`config.mk`:
```
export PLATFORM = sky130hd
export DESIGN_NAME = mac_dma_pointers_and_stats
export DESIGN_NICKNAME = d
export VERILOG_FILES = /design/src/mac_dma_stats_pkg.sv /design/src/mac_dma_pointers_and_stats.sv
export SDC_FILE = /design/constraint.sdc
export NUM_CORES = 2
export LEC_CHECK = 0
export ABC_AREA = 1
export BUFFER_PORTS_ARGS = -buffer_cell sky130_fd_sc_hd__buf_2
export CORE_MARGIN = 2
export CORE_UTILIZATION = 28
export CTS_CLUSTER_DIAMETER = 80
export DETAILED_ROUTE_END_ITERATION = 8
export PLACE_DENSITY = 0.54
export SETUP_SLACK_MARGIN = 0.02
export SLEW_MARGIN = 20
export SYNTH_ARGS = -nofsm -noshare
export SYNTH_HDL_FRONTEND = slang
export SYNTH_SLANG_ARGS = --single-unit
```
`constraint.sdc`:
```
create_clock -name pclk -period 5.8 [get_ports pclk]
set_input_delay 1.16 -clock pclk [delete_from_list [all_inputs] [get_ports pclk]]
set_output_delay 1.16 -clock pclk [all_outputs]
set_load 0.1 [all_outputs]
```
`src/mac_dma_stats_pkg.sv`:
```
// constants shared by the dma pointer and statistics block
// assumes a single pclk domain and a 12-bit APB byte address
`default_nettype none

package mac_dma_stats_pkg;

    // apb bus geometry
    localparam int          ADDR_W            = 12;
    localparam int          DATA_W            = 32;
    localparam logic [3:0]  FULL_STROBE       = 4'hF;

    // register byte offsets
    localparam logic [11:0] OFS_TX_HEAD       = 12'h000;
    localparam logic [11:0] OFS_RX_HEAD       = 12'h020;
    localparam logic [11:0] OFS_TX_COMP       = 12'h040;
    localparam logic [11:0] OFS_RX_COMP       = 12'h060;
    localparam logic [11:0] PTR_SPAN          = 12'h080;
    localparam logic [11:0] OFS_MAC_CONTROL   = 12'h080;
    localparam logic [11:0] OFS_MAX_LEN       = 12'h084;
    localparam logic [11:0] OFS_INT_STATUS    = 12'h088;
    localparam logic [11:0] OFS_INT_MASK      = 12'h08C;
    localparam logic [11:0] OFS_STATS_STATUS  = 12'h090;
    localparam logic [11:0] OFS_STAT_BASE     = 12'h100;

    // channel and pointer geometry
    localparam int          NUM_CHAN          = 8;
    localparam int          NUM_PTR           = 32;
    localparam int          NUM_HEAD          = 16;
    localparam int          NUM_STATS         = 3;
    localparam int          STAT_GOOD         = 0;
    localparam int          STAT_BCAST        = 1;
    localparam int          STAT_MCAST        = 2;

    // mac control fields
    localparam int          CTL_GIG_EN_BIT    = 0;
    localparam int          CTL_STAT_IE_BIT   = 1;
    localparam logic [1:0]  CTL_RESET         = 2'h0;

    // interrupt status fields
    localparam int          INT_W             = 3;
    localparam int          INT_HEAD_ERR_BIT  = 0;
    localparam int          INT_WRAP_BIT      = 1;
    localparam int          INT_OVERRUN_BIT   = 2;
    localparam logic [2:0]  INT_RESET         = 3'h0;

    // frame length limits
    localparam logic [15:0] MIN_FRAME_LEN     = 16'h0040;
    localparam logic [15:0] MAX_LEN_RESET     = 16'h05EE;

    // statistics behaviour
    localparam logic [31:0] STAT_THRESHOLD    = 32'h8000_0000;
    localparam logic [31:0] PTR_RESET         = 32'h0000_0000;
    localparam logic [31:0] STAT_RESET        = 32'h0000_0000;
    localparam int          CLK_PERIOD_NS     = 10;
    localparam int          STAT_CLEAR_CYCLES = 38;
    localparam logic [5:0]  STAT_CLEAR_LAST   = 6'(STAT_CLEAR_CYCLES - 1);

endpackage : mac_dma_stats_pkg

`default_nettype wire

```
`src/mac_dma_pointers_and_stats.sv`:
```
// dma head/completion pointers, channel interrupts and receive frame statistics
// assumes an APB master on pclk and dma/receive logic on the same clock
`default_nettype none

module mac_dma_pointers_and_stats (
    // clock and reset
    input  wire logic                                   pclk,
    input  wire logic                                   presetn,
    // apb slave
    input  wire logic                                   psel,
    input  wire logic                                   penable,
    input  wire logic                                   pwrite,
    input  wire logic [mac_dma_stats_pkg::ADDR_W-1:0]   paddr,
    input  wire logic [mac_dma_stats_pkg::DATA_W-1:0]   pwdata,
    input  wire logic [3:0]                             pstrb,
    output logic      [mac_dma_stats_pkg::DATA_W-1:0]   prdata,
    output logic                                        pready,
    output logic                                        pslverr,
    // descriptor completion from the dma engine
    input  wire logic                                   comp_valid,
    input  wire logic                                   comp_rx,
    input  wire logic [2:0]                             comp_chan,
    input  wire logic [31:0]                            comp_addr,
    input  wire logic [31:0]                            comp_next,
    // received frame summary from the receive path
    input  wire logic                                   frame_done,
    input  wire logic [15:0]                            frame_len,
    input  wire logic                                   frame_matched,
    input  wire logic                                   frame_crc_err,
    input  wire logic                                   frame_align_err,
    input  wire logic                                   frame_code_err,
    input  wire logic [47:0]                            frame_dest,
    input  wire logic                                   frame_overrun,
    // dma control
    output logic      [7:0]                             tx_queue_start,
    output logic      [7:0]                             rx_dma_armed,
    // interrupts
    output logic      [7:0]                             tx_chan_int,
    output logic      [7:0]                             rx_chan_int,
    output logic                                        statistics_interrupt_pending,
    output logic                                        irq
);
    import mac_dma_stats_pkg::*;

    // register state
    logic [31:0]        ptr_q [0:NUM_PTR-1];
    logic [31:0]        last_done [0:NUM_HEAD-1];
    logic [31:0]        stat_cnt [0:NUM_STATS-1];
    logic [31:0]        next_cnt [0:NUM_STATS-1];
    logic [1:0]         mac_control_register;
    logic [15:0]        max_receive_frame_length;
    logic [INT_W-1:0]   int_status;
    logic [INT_W-1:0]   int_mask;
    logic [5:0]         clear_count;
    logic               stats_ready;
    logic [15:0]        chan_int;
    logic [15:0]        start_pulse;
    logic [15:0]        armed;
    logic [31:0]        read_mux;

    // bus decode
    wire logic          setup_phase  = psel & ~penable;
    wire logic          bus_write    = psel & penable & pready & pwrite & ~pslverr;
    wire logic [4:0]    ptr_index    = paddr[6:2];
    wire logic [1:0]    stat_index   = paddr[3:2];
    wire logic          aligned      = (paddr[1:0] == 2'h0);
    wire logic          ptr_hit      = aligned & (paddr < PTR_SPAN);
    wire logic          head_hit     = ptr_hit & (ptr_index < 5'(NUM_HEAD));
    wire logic          stat_hit     = aligned & (paddr[11:4] == OFS_STAT_BASE[11:4])
                                       & (stat_index < 2'(NUM_STATS));
    wire logic          ctl_hit      = (paddr == OFS_MAC_CONTROL);
    wire logic          len_hit      = (paddr == OFS_MAX_LEN);
    wire logic          status_hit   = (paddr == OFS_INT_STATUS);
    wire logic          mask_hit     = (paddr == OFS_INT_MASK);
    wire logic          sstat_hit    = (paddr == OFS_STATS_STATUS);
    wire logic          mapped       = ptr_hit | stat_hit | ctl_hit | len_hit
                                       | status_hit | mask_hit | sstat_hit;
    wire logic          narrow_stat  = stat_hit & pwrite & (pstrb != FULL_STROBE);
    wire logic          refuse       = ~mapped | narrow_stat;

    // register write strobes
    wire logic          ptr_write    = bus_write & ptr_hit;
    wire logic          head_busy    = (ptr_q[ptr_index] != PTR_RESET);
    wire logic          head_accept  = ptr_write & head_hit & ~head_busy;
    wire logic          head_error   = ptr_write & head_hit & head_busy;
    wire logic          stat_write   = bus_write & stat_hit;
    wire logic          ctl_write    = bus_write & ctl_hit;
    wire logic          len_write    = bus_write & len_hit;
    wire logic          status_write = bus_write & status_hit;
    wire logic          mask_write   = bus_write & mask_hit;
    wire logic          gig_enable   = mac_control_register[CTL_GIG_EN_BIT];
    wire logic          stat_ie      = mac_control_register[CTL_STAT_IE_BIT];

    // receive frame classification
    wire logic          frame_err    = frame_crc_err | frame_align_err | frame_code_err;
    wire logic          len_ok       = (frame_len >= MIN_FRAME_LEN)
                                       & (frame_len <= max_receive_frame_length);
    // overrun flag deliberately not part of the qualification
    wire logic          good_frame   = frame_done & frame_matched & len_ok & ~frame_err;
    wire logic          dest_bcast   = (frame_dest == {48{1'b1}});
    wire logic          dest_group   = frame_dest[0];
    wire logic          bcast_frame  = good_frame & dest_bcast;
    wire logic          mcast_frame  = good_frame & dest_group & ~dest_bcast;
    wire logic [NUM_STATS-1:0] stat_inc = {mcast_frame, bcast_frame, good_frame};

    // counter events
    logic [NUM_STATS-1:0] wrap_hit;
    logic [NUM_STATS-1:0] over_half;
    wire logic          any_wrap     = |wrap_hit;
    wire logic          any_over     = |over_half;

    wire logic [INT_W-1:0] int_events = {frame_overrun, any_wrap, head_error};
    wire logic [INT_W-1:0] int_clear  = status_write ? pwdata[INT_W-1:0] : {INT_W{1'b0}};
    wire logic [INT_W-1:0] next_int_status = (int_status & ~int_clear) | int_events;

    // read data selection
    always_comb
    begin
        read_mux = 32'h0000_0000;
        if (ptr_hit)
        begin
            read_mux = ptr_q[ptr_index];
        end
        else if (stat_hit)
        begin
            read_mux = stat_cnt[stat_index];
        end
        else if (ctl_hit)
        begin
            read_mux = {30'h0000_0000, mac_control_register};
        end
        else if (len_hit)
        begin
            read_mux = {16'h0000, max_receive_frame_length};
        end
        else if (status_hit)
        begin
            read_mux = {29'h0000_0000, int_status};
        end
        else if (mask_hit)
        begin
            read_mux = {29'h0000_0000, int_mask};
        end
        else if (sstat_hit)
        begin
            read_mux = {30'h0000_0000, statistics_interrupt_pending, stats_ready};
        end
    end

    // apb answer: one wait-free access phase, data captured in setup
    always_ff @(posedge pclk or negedge presetn)
    begin
        if (!presetn)
        begin
            pready  <= 1'b0;
            pslverr <= 1'b0;
            prdata  <= 32'h0000_0000;
        end
        else
        begin
            pready  <= setup_phase;
            pslverr <= setup_phase & refuse;
            prdata  <= (setup_phase & ~pwrite & ~refuse) ? read_mux : 32'h0000_0000;
        end
    end

    // control registers
    always_ff @(posedge pclk or negedge presetn)
    begin
        if (!presetn)
        begin
            mac_control_register     <= CTL_RESET;
            max_receive_frame_length <= MAX_LEN_RESET;
            int_mask                 <= INT_RESET;
            int_status               <= INT_RESET;
            irq                      <= 1'b0;
        end
        else
        begin
            if (ctl_write)
            begin
                mac_control_register <= pwdata[1:0];
            end
            if (len_write)
            begin
                max_receive_frame_length <= pwdata[15:0];
            end
            if (mask_write)
            begin
                int_mask <= pwdata[INT_W-1:0];
            end
            int_status <= next_int_status;
            irq        <= |(next_int_status & int_mask);
        end
    end

    // pointer registers: heads 0-15, completion pointers 16-31
    genvar i;
    generate
        for (i = 0; i < NUM_PTR; i++)
        begin : g_ptr
            localparam logic [4:0] IDX     = 5'(i);
            localparam bit         IS_HEAD = (i < NUM_HEAD);
            localparam bit         IS_RX   = ((i / NUM_CHAN) % 2) == 1;
            localparam logic [2:0] CH      = 3'(i % NUM_CHAN);
            wire logic sel      = ptr_write & (ptr_index == IDX);
            wire logic done_hit = IS_HEAD & comp_valid & (comp_rx == IS_RX) & (comp_chan == CH);

            always_ff @(posedge pclk or negedge presetn)
            begin
                if (!presetn)
                begin
                    ptr_q[i] <= PTR_RESET;
                end
                else if (sel & (!IS_HEAD | ~head_busy))
                begin
                    ptr_q[i] <= pwdata;
                end
                else if (done_hit)
                begin
                    ptr_q[i] <= comp_next;
                end
            end
        end
    endgenerate

    // per-channel start, arming and completion interrupt
    genvar j;
    generate
        for (j = 0; j < NUM_HEAD; j++)
        begin : g_chan
            localparam logic [4:0] HEAD_IDX = 5'(j);
            localparam logic [4:0] COMP_IDX = 5'(j + NUM_HEAD);
            localparam bit         IS_RX    = (j >= NUM_CHAN);
            localparam logic [2:0] CH       = 3'(j % NUM_CHAN);
            wire logic done_hit  = comp_valid & (comp_rx == IS_RX) & (comp_chan == CH);
            wire logic cp_match  = ptr_write & (ptr_index == COMP_IDX) & (pwdata == last_done[j]);
            wire logic started   = head_accept & (ptr_index == HEAD_IDX);

            always_ff @(posedge pclk or negedge presetn)
            begin
                if (!presetn)
                begin
                    last_done[j]   <= PTR_RESET;
                    chan_int[j]    <= 1'b0;
                    start_pulse[j] <= 1'b0;
                    armed[j]       <= 1'b0;
                end
                else
                begin
                    if (done_hit)
                    begin
                        last_done[j] <= comp_addr;
                    end
                    // new completion wins over a release in the same cycle
                    if (done_hit)
                    begin
                        chan_int[j] <= 1'b1;
                    end
                    else if (cp_match)
                    begin
                        chan_int[j] <= 1'b0;
                    end
                    start_pulse[j] <= started;
                    armed[j]       <= (ptr_q[j] != PTR_RESET) | started;
                end
            end
        end
    endgenerate

    assign tx_queue_start = start_pulse[NUM_CHAN-1:0];
    assign rx_dma_armed   = armed[NUM_HEAD-1:NUM_CHAN];
    assign tx_chan_int    = chan_int[NUM_CHAN-1:0];
    assign rx_chan_int    = chan_int[NUM_HEAD-1:NUM_CHAN];

    // statistics clear sweep after reset release
    always_ff @(posedge pclk or negedge presetn)
    begin
        if (!presetn)
        begin
            clear_count <= 6'h00;
            stats_ready <= 1'b0;
        end
        else if (!stats_ready)
        begin
            clear_count <= clear_count + 6'h01;
            stats_ready <= (clear_count == STAT_CLEAR_LAST);
        end
    end

    // statistics counters
    genvar k;
    generate
        for (k = 0; k < NUM_STATS; k++)
        begin : g_stat
            localparam logic [1:0] SIDX = 2'(k);
            wire logic        hit    = stat_write & (stat_index == SIDX);
            wire logic [31:0] counted = stat_cnt[k] + {31'h0000_0000, stat_inc[k]};

            assign wrap_hit[k]  = stat_inc[k] & (stat_cnt[k] == 32'hFFFF_FFFF);
            assign over_half[k] = (stat_cnt[k] >= STAT_THRESHOLD);

            always_comb
            begin
                next_cnt[k] = counted;
                if (!stats_ready)
                begin
                    next_cnt[k] = STAT_RESET;
                end
                else if (hit & gig_enable)
                begin
                    next_cnt[k] = (counted > pwdata) ? (counted - pwdata) : STAT_RESET;
                end
                else if (hit)
                begin
                    next_cnt[k] = pwdata + {31'h0000_0000, stat_inc[k]};
                end
            end

            always_ff @(posedge pclk or negedge presetn)
            begin
                if (!presetn)
                begin
                    stat_cnt[k] <= STAT_RESET;
                end
                else
                begin
                    stat_cnt[k] <= next_cnt[k];
                end
            end
        end
    endgenerate

    // level statistics interrupt follows the counters
    always_ff @(posedge pclk or negedge presetn)
    begin
        if (!presetn)
        begin
            statistics_interrupt_pending <= 1'b0;
        end
        else
        begin
            statistics_interrupt_pending <= stat_ie & any_over;
        end
    end

endmodule // mac_dma_pointers_and_stats

`default_nettype wire

```
==> metrics.md <==
| Metric | Value |
|---|---|
| Number of synthesized flops with an enable pin | 0 |
| Tightest Hold Check Type | in -> async |
| Number of routed nets with antenna violations | 0 |
| Final-report hold violation count | 0 |
| Vias | 100744 |
| Site Rows | 220 |
| Dominant cells by area after synthesis | dfrtp_1, nand2_1, o21ai_0, nand4_1, nand3_1 |
| Reg clk slew, reported paths | 60 ps |
| Clock share of power | 0.396 |
| Grt ovf | 0 |
| Top FF cell, synth | dfrtp_1 |
| Die Area | 364000 sq um |
| Seq/Total Area, Yosys | 0.431 |
| Switching Fraction | 0.310 |
| Nets | 14502 |
| Period Utilization, post-route | 0.922 |
| Max clock buf depth | 4 |
| Vias in the first global route | 94218 |
| CP max stage cell | dfstp_2 |
| Final RePlAce weighted congestion | roughly 1 |
| Synthesized flop and latch total | 1731 |
| H-tree lvl count | 4 |
| VDD IR-drop max | 0.250 mV |
| Clk sinks | 1731 |
| Crit path DAT | 6110 ps |
| Clk_lat worst skew | between 900 and 1000 ps |
| Rel. slew slack | 0.188 |
| WL final | approximately 480000 um |
| CTS Buf Count | a little over 200 |
| CP max stage delay | ~530 ps |
| Core Area | roughly 360000 sq um |
| CTS tree | yes |
| First-pass GRT wire length | 685000 um |
| Min Tclk post-route | 5350 ps |
| Post-synth ARST share | 1.00 |
| Worst R2R End | stat_cnt[63] |
| Crit path top cell by count | nand2_1 |
| Residual DRC | 0 |
| Num ports | 260 |
| Overall power | approximately 33 mW |
| Yosys top cell area share | 0.429 |
| Worst setup margin | 450 ps |
| NetSw | 10.3 mW |
| Leakage | 57.2 nW |
| HPWL Detailed | 312000 um |
| GRT Total Usage | 0.254 |
| CP max FO | 4 |
| Synth-to-Final Area Change | 16.5% |
| Max-cap viol count | 0 |
| Crit path launch type | register |
| Internal Power | about 23 mW |
| Netlist cell types | 46 |
| DR WL/cell | ~25 um |
| Power per cell area | 284 nW/um^2 |
| Dpl ws | -418 ps |
| Share of layout cells above drive strength 1 | 0.106 |
| Register share of total power | 0.442 |
| Endpoint class of the critical path | register |
| Synth warn | 0 |
| Clk_skew | 109 ps |
| 1st-iter DRT viols | 11772 |
| Worst R2R Setup Slack | between 400 and 500 ps |
| Fin. max-slew vios | 0 |
| Cell family with most CP delay | simple AND/OR/NAND/NOR gates |
| Die Y | between 600 and 700 um |
| Logic pwr share | 0.163 |
| Setup violators final | 0 |
| Post-Syn Area per Cell | 7.15 sq um |
| Reg2Reg Launch Point | max_receive_frame_length[1] |
| Crit path kind | reg -> reg |
| Mapped Area | 101000 sq um |
| Die extent in x | 603 um |
| Fmax | 187 MHz |
| Slew of the pin with the lowest slew margin | 1220 ps |
| Syn nets | between 10000 and 15000 |
| Post-CTS Setup Bufs | 0 |
| Largest net degree at the start of global routing | 157 |
| Root Buffer | clkbuf_16 |
| Initial Util | 0.281 |
| DR pass1 iterations | 6 |
| RSZ-0062 raised after global routing | no |
| Vias per cell | between 5 and 6 |
| IO Port Bufs | around 260 |
| Worst r2r path cells | 34 |
| Crit path required time | around 6600 ps |
| Status | completed |
| Cell taking the most area after synthesis | dfrtp_1 |
| Initial antenna violation count | 36 |
| CP bufs+invs | 5 |
| Mapped Cells | around 14000 |
## through the flow
| stage | instances | TNS (ps) | hold slack (ps) | util | cell area (sq um) |
|---|---|---|---|---|---|
| after floorplan | 14073 | 0 | 446 | - | 101000 |
| after global placement | 18750 | -27640 | 465 | 0.308 | 110000 |
| after detailed placement | 18750 | -24700 | 466 | 0.308 | 110000 |
| after CTS | 19106 | 0 | 280 | 0.327 | 117000 |
| after global routing | 19121 | 0 | 259 | 0.327 | 117000 |
| final | 19132 | 0 | 180 | 0.327 | 117000 |
## cell type report
type / instances / area [sq um]
Sequential cell: 1731 / 43300
Inverter: 527 / 2010
Tap cell: 4773 / 5970
Clock buffer: 302 / 5980
Antenna cell: 26 / 65.1
Timing Repair Buffer: 1020 / 7900
Fill cell: 38944 / 241000
Multi-Input combinational cell: 10699 / 51400
Clock inverter: 54 / 624
## power by group through the flow
| stage | clock network, mW | registers (mW) | logic [mW] |
|---|---|---|---|
| after floorplan | 0 | 14.7 | 3.10 |
| after global placement | 0 | 14.8 | 5.24 |
| after detailed placement | 0 | 14.9 | 5.30 |
| after CTS | 13.3 | 14.7 | 5.32 |
| after global routing | 13.8 | 14.9 | 5.90 |
| final | 13.2 | 14.7 | 5.41 |
## repair_timing
action	CTS	global route
gates resized for setup	0	26
hold buffers	0	0
setup endpoints to repair	0	82
## synthesized netlist by cell type, types with 2 or more instances
cell / n
o21bai_1: 4
buf_1: 121
o211ai_1: 34
o21ai_1: 12
o31ai_1: 6
nor4_1: 131
clkbuf_1: 753
buf_4: 4
inv_1: 493
nand4_1: 720
dfstp_2: 8
nor2_4: 2
a211oi_1: 5
inv_2: 21
a31oi_1: 9
a21oi_1: 407
dfrtp_1: 1723
clkinv_1: 13
nor3_2: 3
buf_2: 238
a21o_1: 9
xor2_1: 348
nand2_1: 5735
ha_1: 126
a32oi_1: 12
nor3_1: 115
a221oi_1: 2
o2111ai_1: 20
nor2_2: 3
o221ai_1: 46
o21ai_0: 1238
a2111oi_0: 3
fa_1: 3
nand3b_1: 6
a21boi_0: 7
nand3_1: 733
or2_2: 35
o22ai_1: 13
nor2_1: 587
xnor2_1: 308
o21a_1: 12
## registers in the layout, indices dropped and copies added (netlist names), 6 cells and up
| signal | count |
|---|---|
| rx_chan_int | 8 |
| tx_chan_int | 8 |
| ptr_q | 1024 |
| max_receive_frame_length | 16 |
| rx_dma_armed | 8 |
| prdata | 32 |
| clear_count | 6 |
| tx_queue_start | 8 |
| stat_cnt | 96 |
| last_done | 512 |
## cell families after synthesis
kind of cell / Yosys count / share of synthesized area
adder cells (fa/ha/maj): 129 / 0.0163
buffers and inverters: 1643 / 0.0644
XOR/XNOR: 656 / 0.0571
AND/OR/NAND/NOR: 8072 / 0.334
AO/OA/AOI/OAI: 1842 / 0.0970
flip-flops: 1731 / 0.431
## per-layer routing
metal,vias to the layer above,GRT usage,share of wire
li1,46092,-,-
met1,48947,0.333,0.41
met2,4629,0.384,0.43
met3,1068,0.0490,0.087
met4,8,0.162,0.072
met5,-,0,0.00011
## cell usage in the layout (no fill, tap or decap), types with 33 or more instances in the layout
cell,count
clkbuf_16,204
buf_12,70
o21ai_0,1232
ha_1,124
nand3_1,704
xor2_1,347
clkbuf_8,51
buf_2,256
clkinv_2,33
clkbuf_1,47
inv_1,474
or2_2,35
nand4_1,720
nor4_1,128
nor2_1,565
inv_2,37
dfrtp_1,1722
o221ai_1,46
a21oi_1,407
buf_4,692
nor3_1,101
nand2_1,5721
o211ai_1,34
xnor2_1,308
## how the worst max path moves through the flow
| stage | cells past startpoint | from | slack, ps | end |
|---|---|---|---|---|
| final | 34 | max_receive_frame_length[1] | 450 | stat_cnt[63] |
| after global routing | 35 | max_receive_frame_length[1] | 20 | stat_cnt[56] |
| after CTS | 35 | max_receive_frame_length[1] | 170 | stat_cnt[51] |
| after detailed placement | 35 | frame_len[1] | -420 | stat_cnt[51] |
| after global placement | 36 | frame_len[1] | -480 | stat_cnt[51] |
| after floorplan | 32 | frame_len[3] | 340 | stat_cnt[29] |
Note: power is estimated with default switching activity, not from simulation.
